[config.mk]
export PLATFORM = sky130hd
export DESIGN_NAME = ssr_secure_config
export DESIGN_NICKNAME = d
export VERILOG_FILES = /design/src/scr_pkg.sv /design/src/scr_secure_config.sv
export SDC_FILE = /design/constraint.sdc
export NUM_CORES = 1
export LEC_CHECK = 0
export BUFFER_PORTS_ARGS = -buffer_cell sky130_fd_sc_hd__buf_2
export CORE_MARGIN = 2
export CORE_UTILIZATION = 35
export CTS_BUF_LIST = sky130_fd_sc_hd__clkbuf_8 sky130_fd_sc_hd__clkbuf_16
export CTS_CLUSTER_DIAMETER = 120
export DETAILED_ROUTE_END_ITERATION = 16
export PLACE_DENSITY_LB_ADDON = 0.12
export SETUP_SLACK_MARGIN = 0.02
export SLEW_MARGIN = 20
export SYNTH_ARGS = -nofsm -noshare
export SYNTH_HDL_FRONTEND = slang
export SYNTH_SLANG_ARGS = --single-unit
[constraint.sdc]
create_clock -name ref_clk -period 1.8 [get_ports ref_clk]
set_input_delay 0.45 -clock ref_clk [delete_from_list [all_inputs] [get_ports ref_clk]]
set_output_delay 0.45 -clock ref_clk [all_outputs]
set_load 0.02 [all_outputs]
[src/scr_pkg.sv]
package ssr_pkg;
   // coprocessor move coordinates of this register
   localparam logic [3:0] SSR_CP_NUM         = 4'hf;
   localparam logic [2:0] SSR_OPC1           = 3'h0;
   localparam logic [3:0] SSR_CRN            = 4'h1;
   localparam logic [3:0] SSR_CRM            = 4'h1;
   localparam logic [2:0] SSR_OPC2           = 3'h0;
   // bit positions inside the register
   localparam int         SSR_ABT_WR_BIT     = 5;
   localparam int         SSR_FAST_WR_BIT    = 4;
   localparam int         SSR_ABT_ROUTE_BIT  = 3;
   localparam int         SSR_FAST_ROUTE_BIT = 2;
   localparam int         SSR_IRQ_ROUTE_BIT  = 1;
   localparam int         SSR_NONSEC_BIT     = 0;
   // implemented width, full data width, reset value
   localparam int         SSR_IMPL_W         = 6;
   localparam int         SSR_DATA_W         = 32;
   localparam logic [5:0] SSR_RESET          = 6'h00;
   // processor mode encodings used by the access check
   localparam logic [4:0] SSR_MODE_MON       = 5'h16;
   localparam logic [4:0] SSR_MODE_USR       = 5'h10;

   // coprocessor move request from the pipeline
   typedef struct packed {
      logic                  valid;
      logic                  write;
      logic [3:0]            cp_num;
      logic [2:0]            opc1;
      logic [3:0]            crn;
      logic [3:0]            crm;
      logic [2:0]            opc2;
      logic [SSR_DATA_W-1:0] wdata;
   } ssr_req_t;

   // answer to a coprocessor move
   typedef struct packed {
      logic                  done;
      logic                  undef;
      logic [SSR_DATA_W-1:0] rdata;
   } ssr_rsp_t;

   // routing and permission outputs to the exception logic
   typedef struct packed {
      logic abort_mask_writable;
      logic fast_irq_mask_writable;
      logic ext_abort_to_monitor;
      logic fast_irq_to_monitor;
      logic irq_to_monitor;
      logic nonsecure_state_bit;
      logic bank_sel_nonsecure;
      logic nonsec_may_chg_abort;
      logic nonsec_may_chg_fast;
      logic fault_to_secure_copy;
   } ssr_ctl_t;

   // all state of the block
   typedef struct packed {
      logic [SSR_IMPL_W-1:0] cfg;
      ssr_rsp_t              rsp;
      ssr_ctl_t              ctl;
   } ssr_state_t;
endpackage

[src/scr_secure_config.sv]
`timescale 1ns/1ps
module ssr_secure_config (
   // clock and reset
   input  wire logic              ref_clk,
   input  wire logic              rstn,
   input  wire logic              clk_en,
   // processor mode and state
   input  wire logic [4:0]        cur_mode,
   // coprocessor move port
   input  wire ssr_pkg::ssr_req_t req,
   output ssr_pkg::ssr_rsp_t      rsp,
   // exception events
   input  wire logic              ext_abort_evt,
   // control to the core
   output ssr_pkg::ssr_ctl_t      ctl
);
   import ssr_pkg::*;

   // whole block state and its next value
   ssr_state_t            s_q;
   ssr_state_t            s_d;

   // decode of the move coordinates
   logic                  cp_match;
   logic                  opc1_match;
   logic                  crn_match;
   logic                  crm_match;
   logic                  opc2_match;
   logic                  hit;

   // access permission of the current move
   logic                  in_monitor;
   logic                  in_user;
   logic                  cur_nonsecure;
   logic                  secure_priv;
   logic                  take_write;
   logic                  take_read;

   // register value with this cycle's write applied
   logic [SSR_IMPL_W-1:0] cfg_next;

   // derived control levels, from the merged value except fault_secure, which uses the held value
   logic                  nonsec_next;
   logic                  may_chg_abort;
   logic                  may_chg_fast;
   logic                  fault_secure;

   // ------------------------------------------------------------------
   // timing overview
   // a move present at edge k is answered by a done pulse after edge k,
   // so the core sees done, undef and read data one cycle after the
   // request. control levels move on that same edge, so a routing change
   // and its write acknowledge become visible together. nothing here
   // waits on the core: back to back moves are taken one per cycle.
   // clk_en low freezes every flop, answers included, so a pulse
   // simply stretches while the enable is low.
   // ------------------------------------------------------------------

   // move coordinate decode; any other coordinate is another register
   assign cp_match   = req.cp_num == SSR_CP_NUM;
   assign opc1_match = req.opc1 == SSR_OPC1;
   assign crn_match  = req.crn == SSR_CRN;
   assign crm_match  = req.crm == SSR_CRM;
   assign opc2_match = req.opc2 == SSR_OPC2;

   // a hit needs every coordinate; misses get no answer at all
   assign hit = req.valid
                && cp_match
                && opc1_match
                && crn_match
                && crm_match
                && opc2_match;

   // mode decode for the access check
   assign in_monitor = cur_mode == SSR_MODE_MON;
   assign in_user    = cur_mode == SSR_MODE_USR;

   // monitor mode is always secure; elsewhere the state bit decides.
   // the held value is used, so a write that sets the state bit only
   // locks out moves from the following cycle on
   assign cur_nonsecure = !in_monitor && s_q.cfg[SSR_NONSEC_BIT];
   assign secure_priv   = !in_user && !cur_nonsecure;

   // accepted moves; refused ones change nothing
   assign take_write = hit && secure_priv && req.write;
   assign take_read  = hit && secure_priv && !req.write;

   // per bit merge of write data and held value; only the implemented
   // low bits have flops, so upper write data is dropped here
   for (genvar i = 0; i < SSR_IMPL_W; i++) begin : g_bit
      assign cfg_next[i] = take_write ? req.wdata[i] : s_q.cfg[i];
   end

   // security state as the core will see it after this edge
   assign nonsec_next = !in_monitor && cfg_next[SSR_NONSEC_BIT];

   // secure code may always change the masks; nonsecure code only when
   // the matching writable bit is set
   assign may_chg_abort = !nonsec_next
                          || cfg_next[SSR_ABT_WR_BIT];
   assign may_chg_fast  = !nonsec_next
                          || cfg_next[SSR_FAST_WR_BIT];

   // an abort taken while routed to the monitor logs in secure copies.
   // the held routing bit is used, since the abort was routed with it
   assign fault_secure = ext_abort_evt
                         && s_q.cfg[SSR_ABT_ROUTE_BIT];

   // next state: answer, register and control levels
   always_comb begin
      s_d = s_q;
      // answer pulse, one cycle after every decoded move
      s_d.rsp.done  = hit;
      s_d.rsp.undef = hit && !secure_priv;
      s_d.rsp.rdata = '0;
      if (take_read) begin
         // unimplemented bits read as zero
         s_d.rsp.rdata = SSR_DATA_W'(s_q.cfg);
      end
      // register keeps its value unless a write was accepted
      s_d.cfg = cfg_next;
      // permission levels for the status register mask bits
      s_d.ctl.abort_mask_writable    = cfg_next[SSR_ABT_WR_BIT];
      s_d.ctl.fast_irq_mask_writable = cfg_next[SSR_FAST_WR_BIT];
      // pair settings are left to software; hardware does not police
      // them, since any combination is a legal register value
      s_d.ctl.ext_abort_to_monitor =
         cfg_next[SSR_ABT_ROUTE_BIT];
      s_d.ctl.fast_irq_to_monitor  =
         cfg_next[SSR_FAST_ROUTE_BIT];
      s_d.ctl.irq_to_monitor       =
         cfg_next[SSR_IRQ_ROUTE_BIT];
      // state bit outside monitor mode, bank select inside it
      s_d.ctl.nonsecure_state_bit  = nonsec_next;
      s_d.ctl.bank_sel_nonsecure   =
         cfg_next[SSR_NONSEC_BIT];
      // mask change permissions for the status register logic
      s_d.ctl.nonsec_may_chg_abort = may_chg_abort;
      s_d.ctl.nonsec_may_chg_fast  = may_chg_fast;
      // one cycle strobe to the fault status and address logic
      s_d.ctl.fault_to_secure_copy = fault_secure;
   end

   // single state register, frozen while clk_en is low.
   // reset leaves the core secure, so both masks stay changeable
   always_ff @(posedge ref_clk or negedge rstn) begin
      if (!rstn) begin
         s_q                          <= '0;
         s_q.cfg                      <= SSR_RESET;
         s_q.ctl.nonsec_may_chg_abort <= 1'b1;
         s_q.ctl.nonsec_may_chg_fast  <= 1'b1;
      end else if (clk_en) begin
         s_q <= s_d;
      end
   end

   // outputs come straight from the state flops
   assign rsp = s_q.rsp;
   assign ctl = s_q.ctl;

   // ------------------------------------------------------------------
   // limitations
   // the mode encodings for monitor and user mode are a local choice;
   // every other mode counts as privileged. the block does not see the
   // mask bits themselves, only grants permission to change them.
   // the fault strobe says where to log, not what; the fault status
   // and address registers live elsewhere and latch on this strobe.
   // reserved bits have no flops at all, which keeps them at zero even
   // if a write arrives during the cycle that reset is released.
   // an access refused for lack of privilege still answers with done,
   // so the pipeline can retire the move into the undefined trap.
   // ------------------------------------------------------------------
endmodule

== Word-level counts from Yosys, hierarchy flattened ==
Cells that the tools add are included.
Operators by class
  eq/ne operators: 5
  muxes and demuxes: 7
  reductions and logical operators: 23
Operator list (count)
  1-bit logical AND: 13
  5-bit == test, second input constant: 2
  4-bit by 1-bit == test with 1-bit output, second input constant: 2
  1-bit logical NOT: 6
  3-bit logical NOT: 2
  1-bit two-way mux: 6
  6-bit two-way mux: 1
  4-bit == test, second input constant: 1
  1-bit logical OR: 2
Word-level totals
  register bits: 50
  input port bits: 61

== Logic depth before layout (Yosys ltp) ==
Gate-level depths: netlist of the first run.
  depth in word-level cells: 12
  depth in mapped cells: 4

== Worst setup path after synthesis of the first run ==
OpenSTA, ideal clock, no wires.
  path kind: input -> register
  from: input port cur_mode[0]
  to: register s_q[44] (netlist bit)
  arrival time: 1.490 ns
  data required time: 1.675 ns
  path slack: 0.186 ns
  cell stages on the path: 4
  cells stage by stage: nor3b_1 a21oi_1 o2111ai_4 mux2_2
Between the ends
  word-level cells in the longest chain between the ends: 8
RTL lines
  start: declaration: line scr_secure_config.sv:8  | input wire logic [4:0] cur_mode,
  5-bit == test: line scr_secure_config.sv:75  | assign in_monitor = cur_mode == SSR_MODE_MON;
  1-bit logical NOT: line scr_secure_config.sv:81  | assign cur_nonsecure = !in_monitor && s_q.cfg[SSR_NONSEC_BIT];
  1-bit logical AND: line scr_secure_config.sv:81
  1-bit logical NOT: line scr_secure_config.sv:82  | assign secure_priv = !in_user && !cur_nonsecure;
  1-bit logical AND (*): line scr_secure_config.sv:82
  1-bit logical AND (*) (2 in series): line scr_secure_config.sv:85  | assign take_write = hit && secure_priv && req.write;
  1-bit two-way mux (*): line scr_secure_config.sv:91  | assign cfg_next[i] = take_write ? req.wdata[i] : s_q.cfg[i];
  end: declaration: line scr_secure_config.sv:20  | ssr_state_t s_q;
Mark *: on every way between the ends. The rest lies on a longest branch, timed or not.
A chain may end at the register's enable or synchronous reset.

== Worst setup path in the final report of the first run ==
  from: input port req[42] (netlist bit)
  to: register s_q[45] (netlist bit)
Between the ends
  word-level cells in the longest chain between the ends: 7
RTL lines
  start: declaration: line scr_secure_config.sv:10  | input wire ssr_pkg::ssr_req_t req,
  4-bit by 1-bit == test with 1-bit output: line scr_secure_config.sv:62  | assign crn_match = req.crn == SSR_CRN;
  1-bit logical AND: line scr_secure_config.sv:70  | && crn_match
  1-bit logical AND: line scr_secure_config.sv:71  | && crm_match
  1-bit logical AND: line scr_secure_config.sv:72  | && opc2_match;
  1-bit logical AND (2 in series): line scr_secure_config.sv:85
  1-bit two-way mux: line scr_secure_config.sv:91
Every way passes these cells.

==> summary.md, run 1 <==
| Metric | Value |
|---|---|
| Initial core utilization | 36.9% |
| Largest net degree at the start of global routing | 19 |
| Final ANT Viol Nets | 0 |
| Worst vdd ir | 0.408 mV |
| Post-synth EDFFs | 0 |
| Seq/Total Area, Yosys | 39.9% |
| Layout Nets | 230 |
| Number of clock sinks | 18 |
| Ports | 105 |
| Max Cap Viol | 0 |
| Worst setup path startpoint | req[42] |
| Via count | 950 |
| Routability congestion estimate from global placement | 0.788 |
| Area growth, synth to finish | 29.3% |
| Fin area | 1470 um^2 |
| Mapped Cells | 105 |
| Hpwl dp | 2100 um |
| DR iter-0 viols | 9 |
| Rows | 20 |
| Setup Slack @ Placement | -72.4 ps |
| R2r worst-path depth | 3 |
| Setup bufs post-CTS | 0 |
| Crit path buf inv count | 1 |
| Clock buffer depth | 2 |
| Avg Cell Area, Syn | 10.8 um^2 |
| Hold crit path type | input pin to asynchronous set/reset pin |
| DR WL/cell | 11.8 um |
| Final core occ | 47.7% |
| Filler cell count | 301 |
| P per Cell Area | 590 nW/um^2 |
| Status | completed |
| RR Endpoint | s_q[45] |
| Worst path slowest cell | nor4b_1 |
| Vias in the first global route | 943 |
| Worst-path clk slew | 60 ps |
| Hold Vio Cnt, Final | 0 |
| IO Port Bufs | 52 |
| Placed Area | 1410 um^2 |
| Hold Slack | 116 ps |
| CP endpoint | s_q[45] |
| H-tree depth | 1 |
| Critical path required time | 1940 ps |
| Initial antenna violation count | 0 |
| Period utilization | 88.0% |
| Setup WS post-layout | 216 ps |
| Yosys warns | 0 |
| Lkg Pwr | 0.770 nW |
| Worst-path cell chain | buf_2, nor4b_1, and4_4, o2111ai_4, mux2_2 |
| WL final | 2510 um |
| Final Instance Count excl. Fillers | 212 |
| First-pass GRT wire length | 4140 um |
| First-pass DRT Iterations | 4 |
| Peak Freq | 631 MHz |
| Crit. End Element | register |
| Grt total ovfl | 0 |
| Cell family with most CP delay | simple AND/OR/NAND/NOR gates |
| Mapped Area | 1130 um^2 |
| CTS root buffer | clkbuf_8 |
| # resized after CTS | 0 |
| Max incr delay on CP | 330 ps |
| Placed cell count | 208 |
| Area of the core | 3080 um^2 |
| Synth Flop Type | dfrtp_1 |
| Routed vias/inst | 4.48 |
| Setup crit start kind | input pin |
| CP Max Fanout | 6 |
| Seq cells post-synth | 18 |
| Asr flop ratio synth | 100% |
| Final setup violating endpoints | 0 |
| R2R Setup Slk | 340 ps |
| Residual DRC count | 0 |
| Die height | 60.9 um |
| Worst skew pair latency | 250 ps |
| Layout cells sized above 1 | 48.8% |
| TritonCTS buffer count | 3 |
| All-layer global routing usage | 15.1% |
| WP depth | 5 |
| Fin. max-slew vios | 0 |
| Die ar. | 3710 um^2 |
| Clock Skew | 0.957 ps |
| Setup Crit Path Kind | input pin to register |
| Synth cell types | 31 |
| Total power | 867 uW |
| Die width | 60.9 um |
| RSZ-0062 raised after global routing | false |
| Reg-to-Reg Start | s_q[44] |
| Hold Buf Count CTS | 0 |
| Sum of negative setup slack | 0 ps |
| # diodes | 0 |
| Fin crit period | 1580 ps |
| Data arrival, critical path | 1720 ps |
| CTS tree | built |
## report_power, final
part	internal, mW	switching, mW
sequential	0.405	0.00000479
clock	0.194	0.128
combinational	0.0451	0.0948
total	0.644	0.223
## Yosys cell counts (all sizes together) (2+ instances only)
cell type | instances | share of area [%]
o221a | 2 | 2.0
dfrtp | 16 | 35
buf | 26 | 17
inv | 5 | 1.7
o2bb2ai | 7 | 5.4
nand3b | 4 | 2.6
nor4b | 4 | 4.4
mux2 | 7 | 6.9
dfstp | 2 | 4.6
nor3b | 2 | 1.3
o2111ai | 3 | 3.9
and4b | 2 | 1.8
nand2 | 9 | 3.0
## state kept, by name (all words and copies together), names as in the netlist
name / flops
rsp: 8
s_q: 6
ctl: 4
## cell usage in the layout, fill, tap and decap left out, types with 2 or more instances in the layout
master,n
and4b_1,2
buf_2,52
buf_4,9
clkbuf_8,4
conb_1,26
dfrtp_1,16
dfstp_2,2
inv_1,5
mux2_2,7
nand2_1,9
nand3b_1,4
nor3b_1,2
nor4b_1,3
o2111ai_1,2
o221a_2,2
o2bb2ai_1,7
## worst reg2reg max path, cell delays in order, from the launching register on
cell,delay (ps)
dfrtp_1,480
a21boi_2,140
o2111ai_4,350
mux2_2,380
## layout make-up
type / count / area (um^2) / area share, %
multi-input combinational: 80 / 558 / 38.0
sequential: 18 / 453 / 30.9
tap: 44 / 55.1 / 3.75
clock buffer: 4 / 55.1 / 3.75
inverter: 5 / 18.8 / 1.28
timing repair buffer: 61 / 328 / 22.3
## how the worst min path moves through the flow
stage | to | slack, ps | cells after the start
floorplan | ctl[0] | 150 | 0
global placement | s_q[47] | 390 | 1
detailed placement | ctl[0] | 400 | 1
CTS | s_q[46] | 120 | 1
global route | rsp[2] | 130 | 1
finish | rsp[2] | 120 | 1
## metal layers
layer | GRT usage, % | part of all wire (%) | vias up
li1 | - | - | 458
met1 | 17.4 | 39 | 441
met2 | 26.9 | 53 | 45
met3 | 4.90 | 6.3 | 6
met4 | 4.35 | 1.7 | 0
met5 | 0 | 0 | -
## cells by family (layout without fill, tap and decap cells)
family / count (synthesis) / count (layout) / synth area share [%]
other cells: 1 / 26 / 0.330
flops: 18 / 18 / 39.9
simple gates: 29 / 29 / 18.2
mux: 7 / 7 / 6.95
compound gates: 18 / 18 / 15.4
buf+inv: 32 / 70 / 19.2
(Power assumes the default switching activity.)
==> run 2: changes to the inputs <==
Settings changed: CORE_UTILIZATION 35 to 37.
==> run 2 against run 1 <==
  * Critical path depth unchanged
  * Register-to-register slack worse by 20 ps
  * Core utilization grew 0.13 points
  * Wire length up 2.5%
  * Highest routed layer unchanged
==> summary.md, run 2 (same netlist as run 1, synthesis figures left out) <==
| Metric | Value |
|---|---|
| Setup crit start kind | input pin |
| Routed vias/inst | 4.83 (+7.7%) |
| Worst vdd ir | 0.408 mV (about the same) |
| Final Instance Count excl. Fillers | 197 (-7.1%) |
| Setup Slack @ Placement | -62.4 ps (+10.1 ps) |
| Routability congestion estimate from global placement | 0.756 (-4.1%) |
| Setup WS post-layout | 204 ps (-11.9 ps) |
| Largest net degree at the start of global routing | 19 (unchanged) |
| Crit path buf inv count | 1 (unchanged) |
| TritonCTS buffer count | 3 (unchanged) |
| First-pass DRT Iterations | 4 (unchanged) |
| Hold crit path type | input pin to asynchronous set/reset pin |
| Placed Area | 1370 um^2 (-3.1%) |
| Clock network power share | 37.5% (+0.4 points) |
| Clock Skew | 1.57 ps (+0.610 ps) |
| Lkg Pwr | 0.749 nW (-2.7%) |
| WP depth | 5 (unchanged) |
| WL final | 2570 um (+2.5%) |
| Fin area | 1420 um^2 (-3.0%) |
| Cell family with most CP delay | simple AND/OR/NAND/NOR gates |
| Hold Vio Cnt, Final | 0 (unchanged) |
| Initial core utilization | 38.1% (+1.2 points) |
| Residual DRC count | 0 (unchanged) |
| Area growth, synth to finish | 25.5% |
| Worst path slowest cell | mux2_2 |
| CTS root buffer | clkbuf_8 |
| CP Max Fanout | 6 (unchanged) |
| Pint | 641 uW (-0.48%) |
| Crit. End Element | register |
| Via count | 951 (+0.11%) |
| Clock buffer depth | 2 (unchanged) |
| # resized after CTS | 0 (unchanged) |
| Area of the core | 2980 um^2 (-3.3%) |
| Worst-margin pin slew | 499 ps |
| Sum of negative setup slack | 0 ps (unchanged) |
| First-pass GRT wire length | 3980 um (-3.8%) |
| Peak Freq | 627 MHz (-0.75%) |
| Number of clock sinks | 18 (unchanged) |
| Most common cell after layout, fill and taps aside | buf_2 |
| CTS tree | built |
| Sw Ratio | 26.0% (+0.35 points) |
| Vias in the first global route | 930 (-1.4%) |
| DR WL/cell | 13.1 um (+10%) |
| Worst-path clk slew | 70 ps (about the same) |
| H-tree depth | 1 (unchanged) |
| Die ar. | 3530 um^2 (-5.1%) |
| Critical path required time | 1940 ps (about the same) |
| IO Port Bufs | 52 (unchanged) |
| Rows | 20 (unchanged) |
| Register share of total power | 46.7% (about the same) |
| Relative slew slack | 66.6% |
| Initial antenna violation count | 0 (unchanged) |
| Worst skew pair latency | 250 ps (about the same) |
| Period utilization | 88.7% (+0.66 points) |
| Fin. max-slew vios | 0 (unchanged) |
| DR iter-0 viols | 22 (+13) |
| P_sw | 226 uW (+1.4%) |
| Commonest cells after routing, fill and taps aside | 52 x buf_2, 26 x conb_1, 16 x dfrtp_1 |
| Setup bufs post-CTS | 0 (unchanged) |
| R2r worst-path depth | 5 (+2) |
| RSZ-0062 raised after global routing | false |
| Max reg flops | 8 (unchanged) |
| Ports | 105 (unchanged) |
| Placed cell count | 193 (-7.2%) |
| Data arrival, critical path | 1730 ps (about the same) |
| Final ANT Viol Nets | 0 (unchanged) |
| Grt total ovfl | 0 (unchanged) |
| Die height | 59.4 um (-2.6%) |
| Status | completed |
| Layout Nets | 226 (-1.7%) |
| Gate power share | 15.8% (-0.4 points) |
| Hpwl dp | 2080 um (-1.1%) |
| Setup Crit Path Kind | input pin to register |
| Fin crit period | 1600 ps (+11.9 ps) |
| Hold Slack | 115 ps (-1.59 ps) |
| Die width | 59.4 um (-2.6%) |
| Max Cap Viol | 0 (unchanged) |
| All-layer global routing usage | 15.1% (-0.072 points) |
| # diodes | 0 (unchanged) |
| Hold Buf Count CTS | 0 (unchanged) |
| Worst-path cell chain | buf_2, nor4b_1, and4_4, o2111ai_4, mux2_2 |
| Max incr delay on CP | 340 ps (about the same) |
| Layout cells sized above 1 | 47.6% (-1.2 points) |
| Final setup violating endpoints | 0 (unchanged) |
| P per Cell Area | 609 nW/um^2 (+3.1%) |
==> run 2: worst register-to-register path, cell delays in order, from the launching register on <==
cell and delay (ps):
dfrtp_1 470, a21oi_1 310, buf_4 190, o2111ai_1 100, buf_4 180, o2bb2ai_1 150
==> run 2: per-stage QoR <==
step                power (mW)  utilization, %
floorplan                0.527               -
global placement         0.545            46.0
detailed placement       0.549            46.0
CTS                      0.883            47.8
global route             0.904            47.8
finish                   0.867            47.8
==> run 2: area by class of cell <==
cell class / count / area [um^2]
inverters: 5 / 18.8
clock buffers: 4 / 55.1
fillers: 298 / 1550
multi-input cells: 80 / 558
repair buffers: 57 / 298
well taps: 33 / 41.3
flip-flops and latches: 18 / 453
==> run 2: final timing paths <==
check                           to  slack [ps]           from
setup / recovery           s_q[44]         200        req[44]
hold / removal             s_q[47]         110           rstn
setup reg to reg            rsp[4]         320        s_q[44]
hold reg to reg             rsp[5]         490         rsp[5]
max in group asynchronous   ctl[2]        1360           rstn
min in group ref_clk        ctl[0]         420  ext_abort_evt
==> run 2: power by group through the flow <==
stage                     Clock, mW  Combinational [mW]  Sequential (mW)
after floorplan                   0               0.115            0.412
after global placement            0               0.133            0.412
after detailed placement          0               0.137            0.412
after CTS                     0.342               0.137            0.404
after global routing          0.349               0.151            0.404
final                         0.325               0.137            0.405
==> run 2: routing by layer <==
layer  vias to the layer above  global-route usage [%]  part of all wire, %
li1                        450                       -                    -
met1                       457                    16.6                   43
met2                        42                    28.9                   52
met3                         2                    3.93                  4.7
met4                         0                    2.60                 0.51
met5                         -                       0                    0
